`src/verilog/mux_adc_slot_pkg.sv`:
```
// package: register map, field layout and types of the converter sequence slot block
package mux_adc_slot_pkg;

  // bus and word widths
  localparam int ADDR_W = 12;
  localparam int DATA_W = 32;
  localparam int WORD_W = 16;
  localparam int STRB_W = 4;

  // register indexes as printed; byte address is four times the index
  localparam logic [9:0] SLOT12_INDEX = 10'h0dc;
  localparam logic [9:0] SLOT13_INDEX = 10'h0dd;

  // values after reset of the two configuration words
  localparam logic [15:0] SLOT12_RESET = 16'h000c;
  localparam logic [15:0] SLOT13_RESET = 16'h000d;

  // field positions inside a slot configuration word
  localparam int ENABLE_BIT = 15;
  localparam int GAIN_HI = 14;
  localparam int GAIN_LO = 13;
  localparam int NEG_BIT = 4;
  localparam int POS_HI = 3;
  localparam int POS_LO = 0;

  // bits that store a value; bits 12:5 are reserved and stay zero in the slot 12 word, the slot 13 word keeps them
  localparam logic [15:0] SLOT_WRITE_MASK = 16'he01f;

  // gain field codes
  localparam logic [1:0] GAIN_CODE_X1 = 2'h0;
  localparam logic [1:0] GAIN_CODE_X2 = 2'h1;

  // positive input codes: last external input, then internal sources
  localparam logic [3:0] POS_CODE_EXT_LAST = 4'h7;
  localparam logic [3:0] POS_CODE_TEMP = 4'h8;
  localparam logic [3:0] POS_CODE_SHORT = 4'h9;
  localparam logic [3:0] POS_CODE_TEST_DAC = 4'ha;
  localparam logic [3:0] POS_CODE_QUARTER_ANALOG = 4'hb;
  localparam logic [3:0] POS_CODE_HALF_DIGITAL = 4'hc;
  localparam logic [3:0] POS_CODE_ANALOG_POWER_A = 4'hd;
  localparam logic [3:0] POS_CODE_ANALOG_POWER_B = 4'he;
  localparam logic [3:0] POS_CODE_DIGITAL_POWER = 4'hf;

  // bus response codes
  localparam logic [1:0] RESP_OKAY = 2'h0;
  localparam logic [1:0] RESP_SLVERR = 2'h2;

  // converter gain applied during the slot
  typedef enum logic [1:0] {
    GAIN_X1,
    GAIN_X2,
    GAIN_X4
  } gain_t;

  // source on the positive converter input
  typedef enum logic [3:0] {
    POS_EXT0,
    POS_EXT1,
    POS_EXT2,
    POS_EXT3,
    POS_EXT4,
    POS_EXT5,
    POS_EXT6,
    POS_EXT7,
    POS_TEMP_SENSOR,
    POS_GROUND_SHORT,
    POS_TEST_DAC,
    POS_QUARTER_ANALOG_SUPPLY,
    POS_HALF_DIGITAL_SUPPLY,
    POS_ANALOG_POWER_DIV,
    POS_DIGITAL_POWER_DIV
  } pos_source_t;

  // source on the negative converter input
  typedef enum logic [1:0] {
    NEG_GROUND,
    NEG_EXT7,
    NEG_AUTO
  } neg_source_t;

  // decoded routing of one slot toward the sequencer
  typedef struct packed {
    logic enable;
    gain_t gain;
    pos_source_t pos;
    neg_source_t neg;
    logic internal;
  } slot_route_t;

  // routing that a word at its reset value decodes to
  localparam slot_route_t ROUTE_RESET = '{
    enable: 1'b0,
    gain: GAIN_X1,
    pos: POS_HALF_DIGITAL_SUPPLY,
    neg: NEG_AUTO,
    internal: 1'b1
  };

  // byte address of a register index
  function automatic logic [11:0] byte_addr(input logic [9:0] index);
    return {index, 2'b00};
  endfunction : byte_addr

endpackage : mux_adc_slot_pkg

```
`src/verilog/mux_adc_slot_decode.sv`:
```
// decoder from one slot configuration word to converter routing
`timescale 1ns/1ps
`default_nettype none

module mux_adc_slot_decode (
  input wire logic [15:0] config_word_in,
  output var mux_adc_slot_pkg::slot_route_t route_out
);

  // field views of the word
  logic [3:0] pos_code; // positive input code
  logic [1:0] gain_code; // gain code

  assign pos_code = config_word_in[mux_adc_slot_pkg::POS_HI:mux_adc_slot_pkg::POS_LO];
  assign gain_code = config_word_in[mux_adc_slot_pkg::GAIN_HI:mux_adc_slot_pkg::GAIN_LO];

  // pure decode, no state
  always_comb begin
    route_out.enable = config_word_in[mux_adc_slot_pkg::ENABLE_BIT];
    // upper two gain codes both mean four
    case (gain_code)
      mux_adc_slot_pkg::GAIN_CODE_X1: route_out.gain = mux_adc_slot_pkg::GAIN_X1;
      mux_adc_slot_pkg::GAIN_CODE_X2: route_out.gain = mux_adc_slot_pkg::GAIN_X2;
      default: route_out.gain = mux_adc_slot_pkg::GAIN_X4;
    endcase
    // external inputs first, then internal sources
    route_out.internal = (pos_code > mux_adc_slot_pkg::POS_CODE_EXT_LAST);
    case (pos_code)
      mux_adc_slot_pkg::POS_CODE_TEMP: route_out.pos = mux_adc_slot_pkg::POS_TEMP_SENSOR;
      mux_adc_slot_pkg::POS_CODE_SHORT: route_out.pos = mux_adc_slot_pkg::POS_GROUND_SHORT;
      mux_adc_slot_pkg::POS_CODE_TEST_DAC: route_out.pos = mux_adc_slot_pkg::POS_TEST_DAC;
      mux_adc_slot_pkg::POS_CODE_QUARTER_ANALOG: begin
        route_out.pos = mux_adc_slot_pkg::POS_QUARTER_ANALOG_SUPPLY;
      end
      mux_adc_slot_pkg::POS_CODE_HALF_DIGITAL: begin
        route_out.pos = mux_adc_slot_pkg::POS_HALF_DIGITAL_SUPPLY;
      end
      mux_adc_slot_pkg::POS_CODE_ANALOG_POWER_A,
      mux_adc_slot_pkg::POS_CODE_ANALOG_POWER_B: begin
        route_out.pos = mux_adc_slot_pkg::POS_ANALOG_POWER_DIV;
      end
      mux_adc_slot_pkg::POS_CODE_DIGITAL_POWER: begin
        route_out.pos = mux_adc_slot_pkg::POS_DIGITAL_POWER_DIV;
      end
      default: route_out.pos = mux_adc_slot_pkg::pos_source_t'(pos_code);
    endcase
    // internal sources pick their own negative input, bit 4 ignored
    if (route_out.internal) begin
      route_out.neg = mux_adc_slot_pkg::NEG_AUTO;
    end else if (config_word_in[mux_adc_slot_pkg::NEG_BIT]) begin
      route_out.neg = mux_adc_slot_pkg::NEG_EXT7;
    end else begin
      route_out.neg = mux_adc_slot_pkg::NEG_GROUND;
    end
  end

endmodule : mux_adc_slot_decode

`default_nettype wire

```
`src/verilog/mux_adc_slot_config.sv`:
```
// axi4-lite register slave holding the slot 12 and slot 13 configuration words
//
// The AXI4-Lite register port is this design's own decision.
`timescale 1ns/1ps
`default_nettype none

module mux_adc_slot_config (
  input wire logic core_clk_in,
  input wire logic sys_rst_in,
  // write address channel
  input wire logic [11:0] s_axi_awaddr_in,
  input wire logic [2:0] s_axi_awprot_in,
  input wire logic s_axi_awvalid_in,
  output logic s_axi_awready_out,
  // write data channel
  input wire logic [31:0] s_axi_wdata_in,
  input wire logic [3:0] s_axi_wstrb_in,
  input wire logic s_axi_wvalid_in,
  output logic s_axi_wready_out,
  // write response channel
  output logic [1:0] s_axi_bresp_out,
  output logic s_axi_bvalid_out,
  input wire logic s_axi_bready_in,
  // read address channel
  input wire logic [11:0] s_axi_araddr_in,
  input wire logic [2:0] s_axi_arprot_in,
  input wire logic s_axi_arvalid_in,
  output logic s_axi_arready_out,
  // read data channel
  output logic [31:0] s_axi_rdata_out,
  output logic [1:0] s_axi_rresp_out,
  output logic s_axi_rvalid_out,
  input wire logic s_axi_rready_in,
  // toward the sequencer
  output var mux_adc_slot_pkg::slot_route_t slot_route_out,
  output logic [15:0] slot12_config_out,
  output logic [15:0] slot13_config_out
);

  // write path
  // address and data may come together or in either order
  // a lone address or data beat is parked until its partner arrives
  // the word is written on the edge that sees both halves
  // bvalid rises on that same edge and stands until bready
  // no address or data is taken while a response stands
  // an address off the map stores nothing and answers with an error

  // read path
  // rvalid and the answer rise on the same edge that takes the address
  // rvalid stands until rready, with no new address meanwhile
  // an address off the map reads zero with an error
  // reads and writes run side by side, neither waits

  // addressing
  // each register is one 32-bit word, its upper half reads zero
  // bits 1:0 of both addresses are ignored
  // only byte lanes 0 and 1 reach a 16-bit word
  // the slot 13 word sits one word above the slot 12 word

  // toward the sequencer
  // both raw words leave straight from their flops
  // the slot 12 route is decoded and registered once more
  // so it trails a write by one extra cycle
  // reset leaves slot 12 disabled at gain one
  // with its positive input on the half digital supply
  // reset leaves slot 13 on its own default source

  // whole state of the block in one word
  // bus side first, then the stored words and the route
  typedef struct packed {
    logic aw_held; // write address taken, waiting for data
    logic [11:0] aw_addr; // held write address
    logic w_held; // write data taken, waiting for address
    logic [31:0] w_data; // held write data
    logic [3:0] w_strb; // held byte strobes
    logic bvalid; // write response pending
    logic [1:0] bresp; // write response code
    logic rvalid; // read data pending
    logic [31:0] rdata; // read data
    logic [1:0] rresp; // read response code
    logic [15:0] slot12; // slot 12 configuration word
    logic [15:0] slot13; // slot 13 configuration word
    mux_adc_slot_pkg::slot_route_t route; // registered routing of slot 12
  } state_t;

  // state right after reset
  // both words at their reset values, all handshakes idle
  localparam state_t STATE_RESET = '{
    aw_held: 1'b0,
    aw_addr: 12'h000,
    w_held: 1'b0,
    w_data: 32'h0000_0000,
    w_strb: 4'h0,
    bvalid: 1'b0,
    bresp: mux_adc_slot_pkg::RESP_OKAY,
    rvalid: 1'b0,
    rdata: 32'h0000_0000,
    rresp: mux_adc_slot_pkg::RESP_OKAY,
    slot12: mux_adc_slot_pkg::SLOT12_RESET,
    slot13: mux_adc_slot_pkg::SLOT13_RESET,
    route: mux_adc_slot_pkg::ROUTE_RESET
  };

  // one register holds it all; next_state is its input
  state_t state; // registered state
  state_t next_state; // value for the next edge

  // channel handshake terms
  // combinational, from the bus and the held state
  logic aw_take; // write address moves this edge
  logic w_take; // write data moves this edge
  logic ar_take; // read address moves this edge
  logic have_aw; // write address available now
  logic have_w; // write data available now
  logic [11:0] wr_addr; // address of the write being done
  logic [31:0] wr_data; // data of the write being done
  logic [3:0] wr_strb; // strobes of the write being done
  mux_adc_slot_pkg::slot_route_t decoded_route; // live decode of slot 12

  // true when a byte address falls on a register's word
  function automatic logic addr_hit(input logic [11:0] addr, input logic [9:0] index);
    logic [11:0] target; // byte address of the register
    target = mux_adc_slot_pkg::byte_addr(index);
    // low two bits pick a byte inside the word and are ignored
    return addr[11:2] == target[11:2];
  endfunction : addr_hit

  // merge the low two byte lanes into a 16-bit word
  // strobes pick bytes; unselected bytes keep their value
  function automatic logic [15:0] merge_word(
    input logic [15:0] old_word,
    input logic [31:0] data,
    input logic [3:0] strb
  );
    logic [15:0] merged;
    // start from the stored word
    merged = old_word;
    // lane 0 carries bits 7:0
    if (strb[0]) begin
      merged[7:0] = data[7:0];
    end
    // lane 1 carries bits 15:8
    if (strb[1]) begin
      merged[15:8] = data[15:8];
    end
    // lanes 2 and 3 land above the word and are dropped
    return merged;
  endfunction : merge_word

  // slot 12 word decoder
  // only slot 12 is decoded; slot 13 leaves as a raw word
  mux_adc_slot_decode u_decode (
    .config_word_in(state.slot12),
    .route_out(decoded_route)
  );

  // ready terms; address and data are each refused while held or answered
  // a parked half refuses a second one of its kind
  // a standing response refuses both, so one write at most is open
  // arready drops while read data stands, so one read at most is open
  assign s_axi_awready_out = !state.aw_held && !state.bvalid;
  assign s_axi_wready_out = !state.w_held && !state.bvalid;
  assign s_axi_arready_out = !state.rvalid;

  // registered answers
  // all answer outputs come straight from flops
  assign s_axi_bvalid_out = state.bvalid;
  assign s_axi_bresp_out = state.bresp;
  assign s_axi_rvalid_out = state.rvalid;
  assign s_axi_rdata_out = state.rdata;
  assign s_axi_rresp_out = state.rresp;

  // registered configuration toward the sequencer
  // words change on the write edge, the route one edge later
  assign slot_route_out = state.route;
  assign slot12_config_out = state.slot12;
  assign slot13_config_out = state.slot13;

  // handshakes seen this cycle
  // a channel moves when its valid and ready are both high
  assign aw_take = s_axi_awvalid_in && s_axi_awready_out;
  assign w_take = s_axi_wvalid_in && s_axi_wready_out;
  assign ar_take = s_axi_arvalid_in && s_axi_arready_out;

  // address and data either held or arriving now
  // lets a write complete on the edge its second half arrives
  assign have_aw = state.aw_held || aw_take;
  assign have_w = state.w_held || w_take;

  // held values win over the bus; bus values used on the taking edge
  // the master may move its bus lines once its half is taken
  assign wr_addr = state.aw_held ? state.aw_addr : s_axi_awaddr_in;
  assign wr_data = state.w_held ? state.w_data : s_axi_wdata_in;
  assign wr_strb = state.w_held ? state.w_strb : s_axi_wstrb_in;

  // next state of the whole block
  always_comb begin
    // default: every field keeps its value
    next_state = state;
    // branches below touch only the fields that move this cycle

    // follow the decoded word one cycle behind
    next_state.route = decoded_route;
    // the extra flop keeps the decoder off the sequencer's path
    // and makes the route change on a clean edge

    // a parked half is released on the edge that completes the pair
    // capture an address that arrives without its data
    if (aw_take) begin
      next_state.aw_held = 1'b1;
      next_state.aw_addr = s_axi_awaddr_in;
    end

    // capture data that arrives without its address
    if (w_take) begin
      next_state.w_held = 1'b1;
      next_state.w_data = s_axi_wdata_in;
      next_state.w_strb = s_axi_wstrb_in;
    end

    // both halves present: do the write and answer
    // parked halves win over the bus, so a late partner pairs right
    // the response flag blocks both readies until bready takes it
    if (have_aw && have_w) begin
      next_state.aw_held = 1'b0;
      next_state.w_held = 1'b0;
      next_state.bvalid = 1'b1;
      if (addr_hit(wr_addr, mux_adc_slot_pkg::SLOT12_INDEX)) begin
        // reserved bits are masked off on every write
        // lanes 2 and 3 are dropped inside the merge
        next_state.slot12 = merge_word(state.slot12, wr_data, wr_strb)
          & mux_adc_slot_pkg::SLOT_WRITE_MASK;
        next_state.bresp = mux_adc_slot_pkg::RESP_OKAY;
      end else if (addr_hit(wr_addr, mux_adc_slot_pkg::SLOT13_INDEX)) begin
        // slot 13 layout lives elsewhere; the word is stored whole
        // no reserved mask here, its fields are decoded outside
        next_state.slot13 = merge_word(state.slot13, wr_data, wr_strb);
        next_state.bresp = mux_adc_slot_pkg::RESP_OKAY;
      end else begin
        // unmapped address, nothing stored
        // both words keep their value; only the error code returns
        next_state.bresp = mux_adc_slot_pkg::RESP_SLVERR;
      end
    end else if (state.bvalid && s_axi_bready_in) begin
      // response taken by the master
      // readies rise again on the next cycle
      next_state.bvalid = 1'b0;
    end

    // read: answer on the same edge that takes the address
    // data comes from the stored words, so a write landing on
    // the same edge shows up in the next read, not this one
    if (ar_take) begin
      next_state.rvalid = 1'b1;
      if (addr_hit(s_axi_araddr_in, mux_adc_slot_pkg::SLOT12_INDEX)) begin
        // upper half of the bus reads zero
        // reserved bits are already zero in the stored word
        next_state.rdata = {16'h0000, state.slot12};
        next_state.rresp = mux_adc_slot_pkg::RESP_OKAY;
      end else if (addr_hit(s_axi_araddr_in, mux_adc_slot_pkg::SLOT13_INDEX)) begin
        // second word sits one index above
        next_state.rdata = {16'h0000, state.slot13};
        next_state.rresp = mux_adc_slot_pkg::RESP_OKAY;
      end else begin
        // unmapped address reads zero with an error
        next_state.rdata = 32'h0000_0000;
        next_state.rresp = mux_adc_slot_pkg::RESP_SLVERR;
      end
    end else if (state.rvalid && s_axi_rready_in) begin
      // read data taken by the master
      // arready rises again on the next cycle
      next_state.rvalid = 1'b0;
    end
  end

  // state register with synchronous reset
  // reset loads both words, clears every handshake flag
  // and sets the route to what the reset word decodes to
  always_ff @(posedge core_clk_in) begin
    if (sys_rst_in) begin
      state <= STATE_RESET;
    end else begin
      state <= next_state;
    end
  end

  // limitations
  // strobes on lanes 2 and 3 are accepted and dropped
  // the protection bits are accepted and ignored
  // one address hits one word, so no write priority is needed

endmodule : mux_adc_slot_config

`default_nettype wire

```
`config.mk`:
```
export PLATFORM = sky130hd
export DESIGN_NAME = mux_adc_slot_config
export DESIGN_NICKNAME = d
export VERILOG_FILES = /design/src/verilog/mux_adc_slot_pkg.sv /design/src/verilog/mux_adc_slot_decode.sv /design/src/verilog/mux_adc_slot_config.sv
export SDC_FILE = /design/constraint.sdc
export NUM_CORES = 1
export LEC_CHECK = 0
export BUFFER_PORTS_ARGS = -buffer_cell sky130_fd_sc_hd__buf_4
export CORE_ASPECT_RATIO = 0.5
export CORE_MARGIN = 10
export CORE_UTILIZATION = 45
export DETAILED_ROUTE_END_ITERATION = 10
export PLACE_DENSITY = 0.74
export SETUP_SLACK_MARGIN = 0.02
export SLEW_MARGIN = 40
export SYNTH_ARGS = -nofsm -noshare
export SYNTH_HDL_FRONTEND = slang
export SYNTH_SLANG_ARGS = --single-unit
```
`constraint.sdc`:
```
create_clock -name core_clk_in -period 4.9 [get_ports core_clk_in]
set_clock_uncertainty 0.1 [all_clocks]
set_input_delay 0.49 -clock core_clk_in [delete_from_list [all_inputs] [get_ports core_clk_in]]
set_output_delay 0.49 -clock core_clk_in [all_outputs]
set_load 0.005 [all_outputs]
```
Word level (Yosys, flattened, before mapping)
Index checks and enable logic that the tools add are counted.
- flip-flop bits (word level): 104
- bits of input ports: 73
- output and inout port bits: 83
- logic and storage cells: 72
- $lt $le $gt $ge: 1
- equal/unequal tests: 13
- mux-type cells: 14
- bitwise gates (word level): 1
- reductions and logical operators: 24
- operators with widths (operator ; number):
    10-bit by 8-bit == test with 1-bit output (second input constant) ; 4
    34-bit two-way mux ; 1
    4-bit == test (second input constant) ; 8
    4-bit case mux with 7 select lines ; 1
    18-bit two-way mux ; 1
    16-bit two-way mux ; 1
    12-bit two-way mux ; 1
    1-bit logical AND ; 8
    4-bit AND reduction ; 2
    2-bit two-way mux ; 3
    3-bit AND reduction ; 2
    2-bit OR reduction ; 3
    1-bit two-way mux ; 5
    4-bit by 3-bit greater-than comparator with 1-bit output (second input constant) ; 1
    1-bit logical NOT ; 4
    2-bit case mux with 2 select lines ; 1
    2-bit nonzero test ; 2
    2-bit by 1-bit == test with 1-bit output (second input constant) ; 1
    2-bit logical NOT ; 1
    1-bit logical OR ; 2
    1-bit NOT ; 1

Longest topological paths before layout
Gate-level depths: netlist (run 1).
- depth after elaboration: 6
- depth in mapped cells: 7
- gate-level depth less buffers: 4

Cells and area by module
Synthesis (run 1) repeated with hierarchy kept, for this count alone.
- cell total of the unflattened synthesis: 462
- area, all modules: 4150.2 um^2
- by module, submodules not included (module ; instances ; cells an instance ; area each (um^2) ; seq. area each (um^2)):
    mux_adc_slot_config ; 1 ; 450 ; 4075.2 ; 1681.6
    mux_adc_slot_decode ; 1 ; 12 ; 75.1 ; 0.0

Least setup slack after synthesis (run 1)
OpenSTA, ideal clock, no wires.
- path type: input to register
- from: input port s_axi_awaddr_in[10]
- to: register state (netlist bit slot12_config_out[14])
- setup time: 0.121 ns
- arrival: 1.768 ns
- required time: 4.679 ns
- slack: 2.911 ns
- cell stages on the path: 4
- path buffers: 0
- path through: or4_1 > nand2_2 > and4_1 > mux2_2
- word-level cells in the longest chain between the ends: 3
- RTL lines (what ; line ; text):
    start: declaration ; mux_adc_slot_config.sv:11 ; input wire logic [11:0] s_axi_awaddr_in,
    12-bit two-way mux ; mux_adc_slot_config.sv:192 ; assign wr_addr = state.aw_held ? state.aw_addr : s_axi_awaddr_in;
    10-bit by 8-bit == test with 1-bit output ; mux_adc_slot_config.sv:125 ; return addr[11:2] == target[11:2];
    3-bit AND reduction (no source line) ; n/a ;
    end signal: assignment ; mux_adc_slot_config.sv:283 ; state <= next_state;
    end: declaration ; mux_adc_slot_config.sv:105 ; state_t state;
Every way passes these cells.
A chain may end at the register's enable or synchronous reset.

Worst setup path in the final report (run 1)
- from: register state[116] in the netlist's numbering
- to: register state (netlist bit slot12_config_out[15])
- word-level cells in the longest chain between the ends: 6
- elaborated cells between the ends (all ways): 8
- those cells by class: 2 x mux; 6 x reduce/logical
- RTL lines (what ; line ; text):
    1-bit logical NOT ; mux_adc_slot_config.sv:162 ; assign s_axi_wready_out = !state.w_held && !state.bvalid;
    1-bit logical AND ; mux_adc_slot_config.sv:162 ;
    1-bit logical AND ; mux_adc_slot_config.sv:182 ; assign w_take = s_axi_wvalid_in && s_axi_wready_out;
    1-bit logical OR ; mux_adc_slot_config.sv:188 ; assign have_w = state.w_held || w_take;
    1-bit logical AND ; mux_adc_slot_config.sv:224 ; if (have_aw && have_w) begin
    3-bit AND reduction (no source line) ; n/a ;
Parallel ways exist; a longest one is shown, timed or not.

==> summary.md, run 1 <==
| Metric | Value |
|---|---|
| Reg area | `0.00168 sq mm` |
| Ports | `156` |
| N_diodes | `0` |
| Ys Warns | `0` |
| Crit share post-route | `50.5%` |
| Placeable core area | `0.00874 sq mm` |
| Post-synthesis sequential area ratio | `41.5%` |
| Number of global-route vias before repair | `2756` |
| TNS Setup | `0 ns` |
| RSZ-0062 raised after global routing | `no` |
| Drt via density | `4.85` |
| Crit path capture type | `register` |
| Period minus WS final | `2.47 ns` |
| CTS Hold Buffers Added | `0` |
| Post-Route WL | `9400 um` |
| Fin cells | `604` |
| I/O Buffers | `101` |
| GRT overflow | `0` |
| Final Wtd Congestion | `0.730` |
| GRT Overall Usage | `13.7%` |
| Synth Flop Type | `dfxtp_1` |
| Final Util | `54.0%` |
| Final setup viols | `0` |
| Min-Delay Path Class | `input pin to register` |
| Placed cells | `589` |
| DRC viols | `0` |
| Flop-to-flop setup slack | `2.43 ns` |
| Die H | `87.1 um` |
| First-pass GRT wire length | `14700 um` |
| CP Data Required Time | `5.02 ns` |
| Fin. Hold Viols | `0` |
| Min Hold Slack | `0.235 ns` |
| Mux contribution to synthesized area | `13.4%` |
| Post-route ant nets | `0` |
| WL/cell | `15.6 um` |
| Filler cells | `805` |
| Outcome | `finished, final reports clean` |
| TritonCTS clock tree | `built` |
| Final #Nets | `556` |
| Static Leak | `0.00207 uW` |
| EDFF count, synth | `0` |
| Largest net degree at the start of global routing | `93` |
| Area of the multi-input gates | `0.00177 sq mm` |
| Measured slew at the worst slew-check pin | `0.719 ns` |
| Largest family of logic cells by synthesized area | `simple AND/OR/NAND/NOR gates` |
| Synth Area in Compound Gates | `9.32%` |
| Crit path DAT | `2.59 ns` |
| CP Class | `register to register` |
| Post-Synth XOR/XNOR Area | `0.216%` |
| MaxCap Viol Count | `0` |
| Chip Width | `154 um` |
| FF+latch count, synth | `84` |
| Setup bufs post-CTS | `0` |
| Synthesis-to-finish area growth | `16.3%` |
| TritonRoute pass-1 iters | `4` |
| Initial drt markers | `148` |
| PD cells | `337 mW/mm^2` |
| Clk buf depth | `2` |
| Row cnt | `24` |
| Fin. max-slew vios | `0` |
| Detailed-route via count | `2927` |
| Cts bufs inserted | `9` |
| Largest fanout on the critical path | `16` |
| Start of the worst register-to-register path | `state[116]` |
| Post-Synthesis Cells | `441` |
| DIE AREA | `0.0134 sq mm` |
| Initial antenna violation count | `0` |
| Fmax | `0.404 GHz` |
| Hold Startpoint | `s_axi_rready_in` |
| Clock-pin slew on the worst setup and hold paths | `0.06 ns` |
| DP Wirelength | `6930 um` |
| Root buf cell | `clkbuf_16` |
| Worst skew pair latency | `0.33 ns` |
| Syn Area/Cell | `9.20 sq um` |
| Post-Place Worst Slack | `2.44 ns` |
| Slew margin rel. | `51.8%` |
| Simple-gate area share of the yosys netlist | `18.2%` |
| Crit path launch type | `register` |
| Worst Setup SP | `state[116]` |
| Ys async rst share | `0%` |
| Max IR drop VDD | `0.229 mV` |
| Post-cts resize count | `0` |
| Sink Count | `84` |
| Post-synthesis adder-cell area fraction | `0%` |
| Layout cells sized above 1 | `29.4%` |
| Synth unique cells | `47` |
| CTS H-tree depth | `3` |
| Starting density of the core | `46.4%` |
| Post-route setup slack | `2.43 ns` |
| Cell Area, Synth | `0.00406 sq mm` |
-- cell usage in the layout, fill, tap and decap left out, types with 2 or more instances in the layout --
master      instances
buf_4             103
dfxtp_1            84
nand2_1            47
nor2_1             43
mux2i_1            36
a21oi_1            29
conb_1             26
nor2b_1            14
mux2_2              9
clkbuf_16           9
a22oi_1             8
a32oi_1             8
inv_1               7
nand2b_1            7
mux2_1              6
and2_1              5
a211oi_1            5
or2_2               4
nor3_1              3
clkbuf_8            3
nand4_1             2
clkinvlp_4          2
-- final timing paths --
check,to,cells after the start
min,s_axi_rvalid_out,2
max reg2reg,slot12_config_out[15],5
max,slot12_config_out[15],5
min reg2reg,state[98],2
-- logic make-up (layout without fill, tap and decap cells) --
family,after synthesis,after routing
simple gates,141,141
buf+inv,106,127
flops,84,84
compound gates,56,56
mux,52,52
other cells,1,26
xor+xnor,1,1
-- Yosys cell counts, drive strengths merged (2+ instances only) --
| master | instances | area, sq um |
|---|---|---|
| nand2b | 7 | 43.8 |
| nand3 | 2 | 15.0 |
| a211oi | 5 | 37.5 |
| or2 | 4 | 25.0 |
| nor2 | 43 | 161 |
| mux2i | 36 | 360 |
| mux2 | 16 | 184 |
| a32oi | 8 | 70.1 |
| nand4 | 4 | 46.3 |
| clkbuf | 10 | 37.5 |
| dfxtp | 84 | 1680 |
| nor2b | 14 | 87.6 |
| a22oi | 8 | 60.1 |
| and2 | 5 | 31.3 |
| a21oi | 30 | 154 |
| buf | 88 | 636 |
| nand2 | 48 | 183 |
| inv | 7 | 26.3 |
| nor3 | 4 | 25.0 |
-- report_power, final --
| group | total (uW) | switching (uW) | internal, uW |
|---|---|---|---|
| logic | 169 | 92.6 | 76.9 |
| registers | 725 | 18.9 | 706 |
| clock network | 695 | 261 | 433 |
| total | 1590 | 373 | 1220 |
-- layout make-up --
class                      instances  share of cell area (%)
sequential                        84                    35.6
inverter                           8                   0.636
clock buffer                      12                    5.65
tap                              117                    3.10
clock inverter                     3                   0.954
multi-input combinational        276                    37.4
timing repair buffer             104                    16.6
-- through the flow --
stage / area, sq um / power [uW]
final: 4720 / 1590
after global routing: 4720 / 1660
after CTS: 4720 / 1610
after detailed placement: 4410 / 910
after global placement: 4390 / 907
after floorplan: 4150 / 863
-- per-layer routing --
metal  GRT usage, %  vias up  share of wire (%)
met1           17.7     1347                 47
li1               -     1479                  -
met4           4.69        0                1.2
met3           5.82        9                8.6
met2           20.0       92                 43
met5              0        -                  0
-- worst max-delay path, stage by stage (launching register included) --
cell      delay [ns]
dfxtp_1         0.63
buf_4           0.35
nand2_1         0.16
a221oi_4        0.37
and4_1          0.38
mux2_2          0.36
-- state kept, by name, indices dropped and copies added, names as in the netlist --
register / count
s_axi_rresp_out: 1
s_axi_rdata_out: 16
s_axi_bresp_out: 1
slot13_config_out: 16
state: 30
slot12_config_out: 8
s_axi_rvalid_out: 1
slot_route_out: 10
s_axi_bvalid_out: 1
No activity file was read; power rests on OpenSTA's default activity.
==> inputs of run 2 (changes only) <==
--- a/config.mk
+++ b/config.mk
@@ -8,9 +8,9 @@
 export BUFFER_PORTS_ARGS = -buffer_cell sky130_fd_sc_hd__buf_4
 export CORE_ASPECT_RATIO = 0.5
 export CORE_MARGIN = 10
-export CORE_UTILIZATION = 45
+export CORE_UTILIZATION = 44
 export DETAILED_ROUTE_END_ITERATION = 10
-export PLACE_DENSITY = 0.74
+export PLACE_DENSITY = 0.76
 export SETUP_SLACK_MARGIN = 0.02
 export SLEW_MARGIN = 40
 export SYNTH_ARGS = -nofsm -noshare
==> constraint.sdc (replaced) <==
create_clock -name core_clk_in -period 2 [get_ports core_clk_in]
set_clock_uncertainty 0.1 [all_clocks]
set_input_delay 0.2 -clock core_clk_in [delete_from_list [all_inputs] [get_ports core_clk_in]]
set_output_delay 0.2 -clock core_clk_in [all_outputs]
set_load 0.005 [all_outputs]
==> run 2 against run 1 <==
  * Sequential share of layout area fell by 0.63 points
  * Sequential power rose by 140%
  * Worst hold slack got worse by 0.22 ns
  * Clock-buffer cell count did not move
  * Wire length fell by 1.8%
  * Clock power rose by 120%
  * Global-route usage fell by 1.0 points
  * Via count rose by 2.6%
==> summary.md, run 2 (same netlist as run 1, synthesis figures left out) <==
| Metric | Value |
|---|---|
| Outcome | `finished, final reports clean` |
| Crit path capture type | `register` |
| Die H | `87.9 um` |
| TritonCTS clock tree | `built` |
| Start of the worst register-to-register path | `state[129]` |
| Clk buf depth | `2` |
| Root buf cell | `clkbuf_16` |
| Initial drt markers | `146` |
| Final setup viols | `0` |
| TritonRoute pass-1 iters | `4` |
| Crit share post-route | `94.5%` |
| Most frequent cells in the layout | `117 x buf_4, 82 x dfxtp_1, 47 x nand2_1, 43 x nor2_1, 36 x mux2i_1` |
| Cts bufs inserted | `9` |
| Number of global-route vias before repair | `2846` |
| Post-Route WL | `9230 um` |
| PD cells | `773 mW/mm^2` |
| Placeable core area | `0.00883 sq mm` |
| Max IR drop VDD | `0.411 mV` |
| Synthesis-to-finish area growth | `18.8%` |
| Largest fanout on the critical path | `8` |
| Sink Count | `84` |
| DRC viols | `0` |
| Period minus WS final | `1.89 ns` |
| Starting density of the core | `45.9%` |
| GRT overflow | `0` |
| Worst skew pair latency | `0.33 ns` |
| Final #Nets | `572` |
| Min-Delay Path Class | `input pin to register` |
| Measured slew at the worst slew-check pin | `0.759 ns` |
| Clock-pin slew on the worst setup and hold paths | `0.06 ns` |
| Fin. max-slew vios | `0` |
| Crit path launch type | `register` |
| Post-DP Area | `0.00450 sq mm` |
| Fmax | `0.529 GHz` |
| Largest net degree at the start of global routing | `81` |
| Hold Path End | `state[120]` |
| Detailed-route via count | `3003` |
| Post-route design area | `0.00482 sq mm` |
| Post-route ant nets | `0` |
| Layout cells sized above 1 | `31.9%` |
| Sw frac | `24.4%` |
| Top reg by flops | `state` |
| Gate power share | `12.2%` |
| GRT Overall Usage | `12.7%` |
| MaxCap Viol Count | `0` |
| Hold Startpoint | `s_axi_awaddr_in[3]` |
| Slew margin rel. | `49.4%` |
| WL/cell | `14.9 um` |
| Crit path cell chain | `buf_6 > nand3b_4 > a221oi_4 > nand4_4 > mux2_1` |
| Fin. Hold Viols | `0` |
| CTS H-tree depth | `3` |
| CP Class | `register to register` |
| FF-to-FF path depth | `5` |
| Seq pwr share | `47.4%` |
| Filler cells | `792` |
| Drt via density | `4.84` |
| DP Wirelength | `6980 um` |
| Hold path cells | `3` |
| Chip Width | `156 um` |
| Internal | `2820 uW` |
| Crit path DAT | `2.01 ns` |
| Switching power | `909 uW` |
| FF-to-FF End | `slot13_config_out[9]` |
| TNS Setup | `0 ns` |
| Flop-to-flop setup slack | `0.11 ns` |
| Crit path largest cell delay | `0.37 ns` |
| Clock group share of total power | `40.4%` |
| Static Leak | `0.00213 uW` |
| Initial antenna violation count | `0` |
| I/O Buffers | `101` |
| Final Wtd Congestion | `0.836` |
| First-pass GRT wire length | `14200 um` |
| Commonest non-fill, non-tap cell in the layout | `buf_4` |
| Row cnt | `24` |
| CP Data Required Time | `2.12 ns` |
| Critical path's slowest cell | `a221oi_4` |
| Ports | `156` |
| Flip-flop count of the largest register after layout | `30` |
| N_diodes | `0` |
| DIE AREA | `0.0137 sq mm` |
| RSZ-0062 raised after global routing | `no` |
run 2: changes by cell type in the layout (fill, tap and decap cells not counted), sizes merged:
cell	previous run	this run
bufinv	1	0
buf	104	119
clkinv	1	3
dlygate4sd3	0	1
run 2: layout make-up:
| type | instances | area (sq um) | share of cell area (%) |
|---|---|---|---|
| Multi-Input combinational cell | 276 | 1770 | 36.8 |
| Sequential cell | 84 | 1690 | 35.0 |
| Timing Repair Buffer | 120 | 911 | 18.9 |
| Clock buffer | 12 | 246 | 5.12 |
| Tap cell | 117 | 146 | 3.04 |
| Inverter | 8 | 30.0 | 0.623 |
| Clock inverter | 4 | 25.0 | 0.519 |
run 2: worst max path at each step:
stage	start	endpoint	slack (ns)	cells past startpoint
after floorplan	state[129]	slot12_config_out[14]	0.17	5
after global placement	state[129]	slot12_config_out[15]	0.04	5
after detailed placement	state[129]	slot12_config_out[14]	0.006	5
after CTS	state[129]	slot12_config_out[14]	0.01	5
after global routing	state[129]	slot13_config_out[10]	0.02	5
final	state[129]	slot13_config_out[9]	0.11	5
run 2: power by group through the flow:
stage | clock, uW | combinational, uW | sequential (uW)
finish | 1500 | 456 | 1770
global route | 1600 | 508 | 1770
CTS | 1530 | 453 | 1760
detailed placement | 0 | 449 | 1800
global placement | 0 | 442 | 1800
floorplan | 0 | 324 | 1790
run 2: layer usage:
layer | track usage [%] | wire length [um] | part of all wire, %
met5 | 0 | 0 | 0
met4 | 4.81 | 123 | 1.3
met3 | 3.82 | 634 | 6.9
met2 | 21.7 | 4590 | 50
met1 | 14.8 | 3880 | 42
run 2: metrics by stage:
step / utilization (%) / instances / total power [uW] / hold WS, ns / setup WS [ns]
floorplan: - / 466 / 2110 / 0.199 / 0.173
global placement: 51.0 / 602 / 2240 / 0.285 / 0.0370
detailed placement: 51.0 / 602 / 2250 / 0.287 / 0.00576
CTS: 54.3 / 619 / 3750 / 0.00587 / 0.0131
global route: 54.6 / 621 / 3880 / 0.0140 / 0.0219
finish: 54.6 / 621 / 3720 / 0.0131 / 0.109
run 2: critical path, delay by kind of cell, from the launching register on:
family	cells	cell delay (ns)
mux	1	0.37
compound gates	1	0.37
flops	1	0.36
buf+inv	1	0.13
simple gates	2	0.45
run 2: timing repair:
action | CTS | global route
pin swaps | 0 | 3
hold buffers | 1 | 0
resized for setup | 2 | 6
buffers inserted | 0 | 2
hold endpoints to repair | 1 | 0
endpoints found under the setup margin | 5 | 20
==> inputs of run 3 (changes only) <==
--- a/config.mk
+++ b/config.mk
@@ -5,12 +5,13 @@
 export SDC_FILE = /design/constraint.sdc
 export NUM_CORES = 1
 export LEC_CHECK = 0
+export ABC_AREA = 1
 export BUFFER_PORTS_ARGS = -buffer_cell sky130_fd_sc_hd__buf_4
 export CORE_ASPECT_RATIO = 0.5
 export CORE_MARGIN = 10
-export CORE_UTILIZATION = 44
+export CORE_UTILIZATION = 45
 export DETAILED_ROUTE_END_ITERATION = 10
-export PLACE_DENSITY = 0.76
+export PLACE_DENSITY = 0.77
 export SETUP_SLACK_MARGIN = 0.02
 export SLEW_MARGIN = 40
 export SYNTH_ARGS = -nofsm -noshare
==> run 3 against run 2 <==
  * Synthesized area up 5.6%
  * Non-clock buffer count down 9
  * Worst hold slack improved by 0.0053 ns
  * Flip-flop and latch count unchanged
  * Wire length increased by 13%
  * Design area up 4.2%
  * Register-to-register slack better by 0.15 ns
  * Utilization decreased by 0.89 points
  * Largest power group unchanged
==> summary.md, run 3 <==
| Metric | Value |
|---|---|
| Period minus WS final | `1.74 ns` |
| Final #Nets | `722` |
| Crit share post-route | `87.2%` |
| Synth top area cells | `dfxtp_1 39%, buf_4 14%, nand2_1 11%` |
| DIE AREA | `0.0141 sq mm` |
| Area leader, netlist | `dfxtp_1` |
| Slew margin rel. | `66.2%` |
| Start of the worst register-to-register path | `state[116]` |
| Ys async rst share | `0%` |
| Final Util | `53.7%` |
| GRT overflow | `0` |
| Crit path cell chain | `inv_1 > nand2_1 > nand2_4 > nor2_1 > nand3_1 > nand2_1 > a21oi_1` |
| Sink Count | `84` |
| CTS H-tree depth | `3` |
| Die H | `89.0 um` |
| Commonest non-fill, non-tap cell in the layout | `nand2_1` |
| Area of the multi-input gates | `0.00176 sq mm` |
| Flop-to-flop setup slack | `0.26 ns` |
| CP Class | `register to register` |
| Cell Area, Synth | `0.00428 sq mm` |
| Critical path's slowest cell | `dfxtp_1` |
| Synth unique cells | `33` |
| Min-Delay Path Class | `input pin to register` |
| Reg area | `0.00168 sq mm` |
| Post-route ant nets | `0` |
| Hold Path End | `state[93]` |
| Most frequent cells in the layout | `121 x nand2_1, 111 x buf_4, 83 x nor2_1, 83 x dfxtp_1, 66 x inv_1` |
| TNS Setup | `0 ns` |
| Flip-flop count of the largest register after layout | `30` |
| Number of global-route vias before repair | `3479` |
| Fin. Hold Viols | `0` |
| Max IR drop VDD | `0.394 mV` |
| DP Wirelength | `7960 um` |
| Min Hold Slack | `0.0185 ns` |
| MaxCap Viol Count | `0` |
| TritonCTS clock tree | `built` |
| Root buf cell | `clkbuf_16` |
| Crit path DAT | `1.85 ns` |
| Post-synthesis sequential area ratio | `39.3%` |
| Final Wtd Congestion | `0.832` |
| Post-Route WL | `10400 um` |
| Crit path largest cell delay | `0.47 ns` |
| CTS Hold Buffers Added | `0` |
| Filler cells | `881` |
| Worst skew pair latency | `0.33 ns` |
| FF+latch count, synth | `84` |
| Top reg by flops | `state` |
| First-pass GRT wire length | `17000 um` |
| Hold Startpoint | `s_axi_wdata_in[9]` |
| PD cells | `866 mW/mm^2` |
| Initial drt markers | `241` |
| Cell with the most instances after synthesis | `nand2_1` |
| Post-Synthesis Cells | `597` |
| Final setup viols | `0` |
| Initial antenna violation count | `0` |
| Hold path cells | `3` |
| TritonRoute pass-1 iters | `4` |
| Top cell by count, worst path | `nand2_1` |
| WL/cell | `13.5 um` |
| GRT Overall Usage | `14.9%` |
| Synth Flop Type | `dfxtp_1` |
| Placeable core area | `0.00935 sq mm` |
| Detailed-route via count | `3587` |
| RSZ-0062 raised after global routing | `no` |
| Setup bufs post-CTS | `0` |
| Crit path capture type | `register` |
| FF-to-FF End | `slot12_config_out[14]` |
| Clock-pin slew on the worst setup and hold paths | `0.06 ns` |
| Yosys top cell area share | `39.3%` |
| Crit path launch type | `register` |
| Post-cts resize count | `0` |
| Outcome | `finished, final reports clean` |
| Row cnt | `25` |
| Ys Warns | `0` |
| Measured slew at the worst slew-check pin | `0.502 ns` |
| FF-to-FF path depth | `7` |
| I/O Buffers | `101` |
| N_diodes | `0` |
| Static Leak | `0.00245 uW` |
| Post-synth top cells | `121 x nand2_1, 84 x dfxtp_1, 83 x nor2_1, 78 x buf_4, 67 x inv_1` |
| Ports | `156` |
| Chip Width | `158 um` |
| Synthesis-to-finish area growth | `17.2%` |
| CP Data Required Time | `2.11 ns` |
| Fin. max-slew vios | `0` |
| Fmax | `0.574 GHz` |
| DRC viols | `0` |
| Layout cells sized above 1 | `24.3%` |
| Starting density of the core | `45.8%` |
| Largest fanout on the critical path | `8` |
| Clk buf depth | `2` |
| EDFF count, synth | `0` |
| Drt via density | `4.63` |
| Largest net degree at the start of global routing | `54` |
| Cts bufs inserted | `9` |
| Syn Area/Cell | `7.17 sq um` |
## run 3: cell families after synthesis
logic type / share of synthesized area (%)
AND/OR/NAND/NOR: 27.5
buffers and inverters: 21.9
AO/OA/AOI/OAI: 11.2
flip-flops: 39.3
other: 0.0876
## run 3: worst max-delay path by stage
stage          startpoint               endpoint  slack (ns)  cells after the start
6_report       state[116]  slot12_config_out[14]        0.26                      7
2_1_floorplan  state[129]   slot12_config_out[0]        0.52                      9
3_3_place_gp   state[129]   slot13_config_out[7]        0.24                     11
5_1_grt        state[116]  slot12_config_out[13]        0.02                      7
4_1_cts        state[129]  slot12_config_out[14]        0.14                      9
3_5_place_dp   state[129]  slot12_config_out[14]        0.15                      9
## run 3: layer usage
metal  routed length, um  GRT usage (%)  vias up
met5                   0              0        -
met4                  96           3.34        0
met3                 816           5.33        8
met2                4770           24.3      124
met1                4760           18.6     1588
li1                    -              -     1867
## run 3: worst max-delay path: cells and delay by family, from the launching register on
| kind | cells | cell delay (ns) |
|---|---|---|
| flops | 1 | 0.47 |
| buf+inv | 1 | 0.18 |
| compound gates | 1 | 0.06 |
| simple gates | 5 | 0.82 |
## run 3: area by class of cell
cell class,count,area share [%]
clock buffer,9,4.49
clock inverter,7,1.82
inverter,71,5.48
multi-input combinational,371,35.0
sequential,84,33.5
tap,121,3.02
timing repair buffer,111,16.6
timing repair inverter,1,0.0997
## run 3: per-stage QoR
step	cells	worst slack, ns	total power, uW	area, sq um
global route	775	0.0249	4560	5020
finish	775	0.257	4350	5020
global placement	758	0.236	2590	4690
detailed placement	758	0.149	2610	4690
floorplan	622	0.520	2420	4380
CTS	774	0.135	4360	5010
## run 3: power breakdown
part / switching (uW) / leakage (uW) / internal (uW)
logic: 458 / 0.00161 / 282
registers: 72.9 / 0.000687 / 1790
clock network: 661 / 0.000155 / 1090
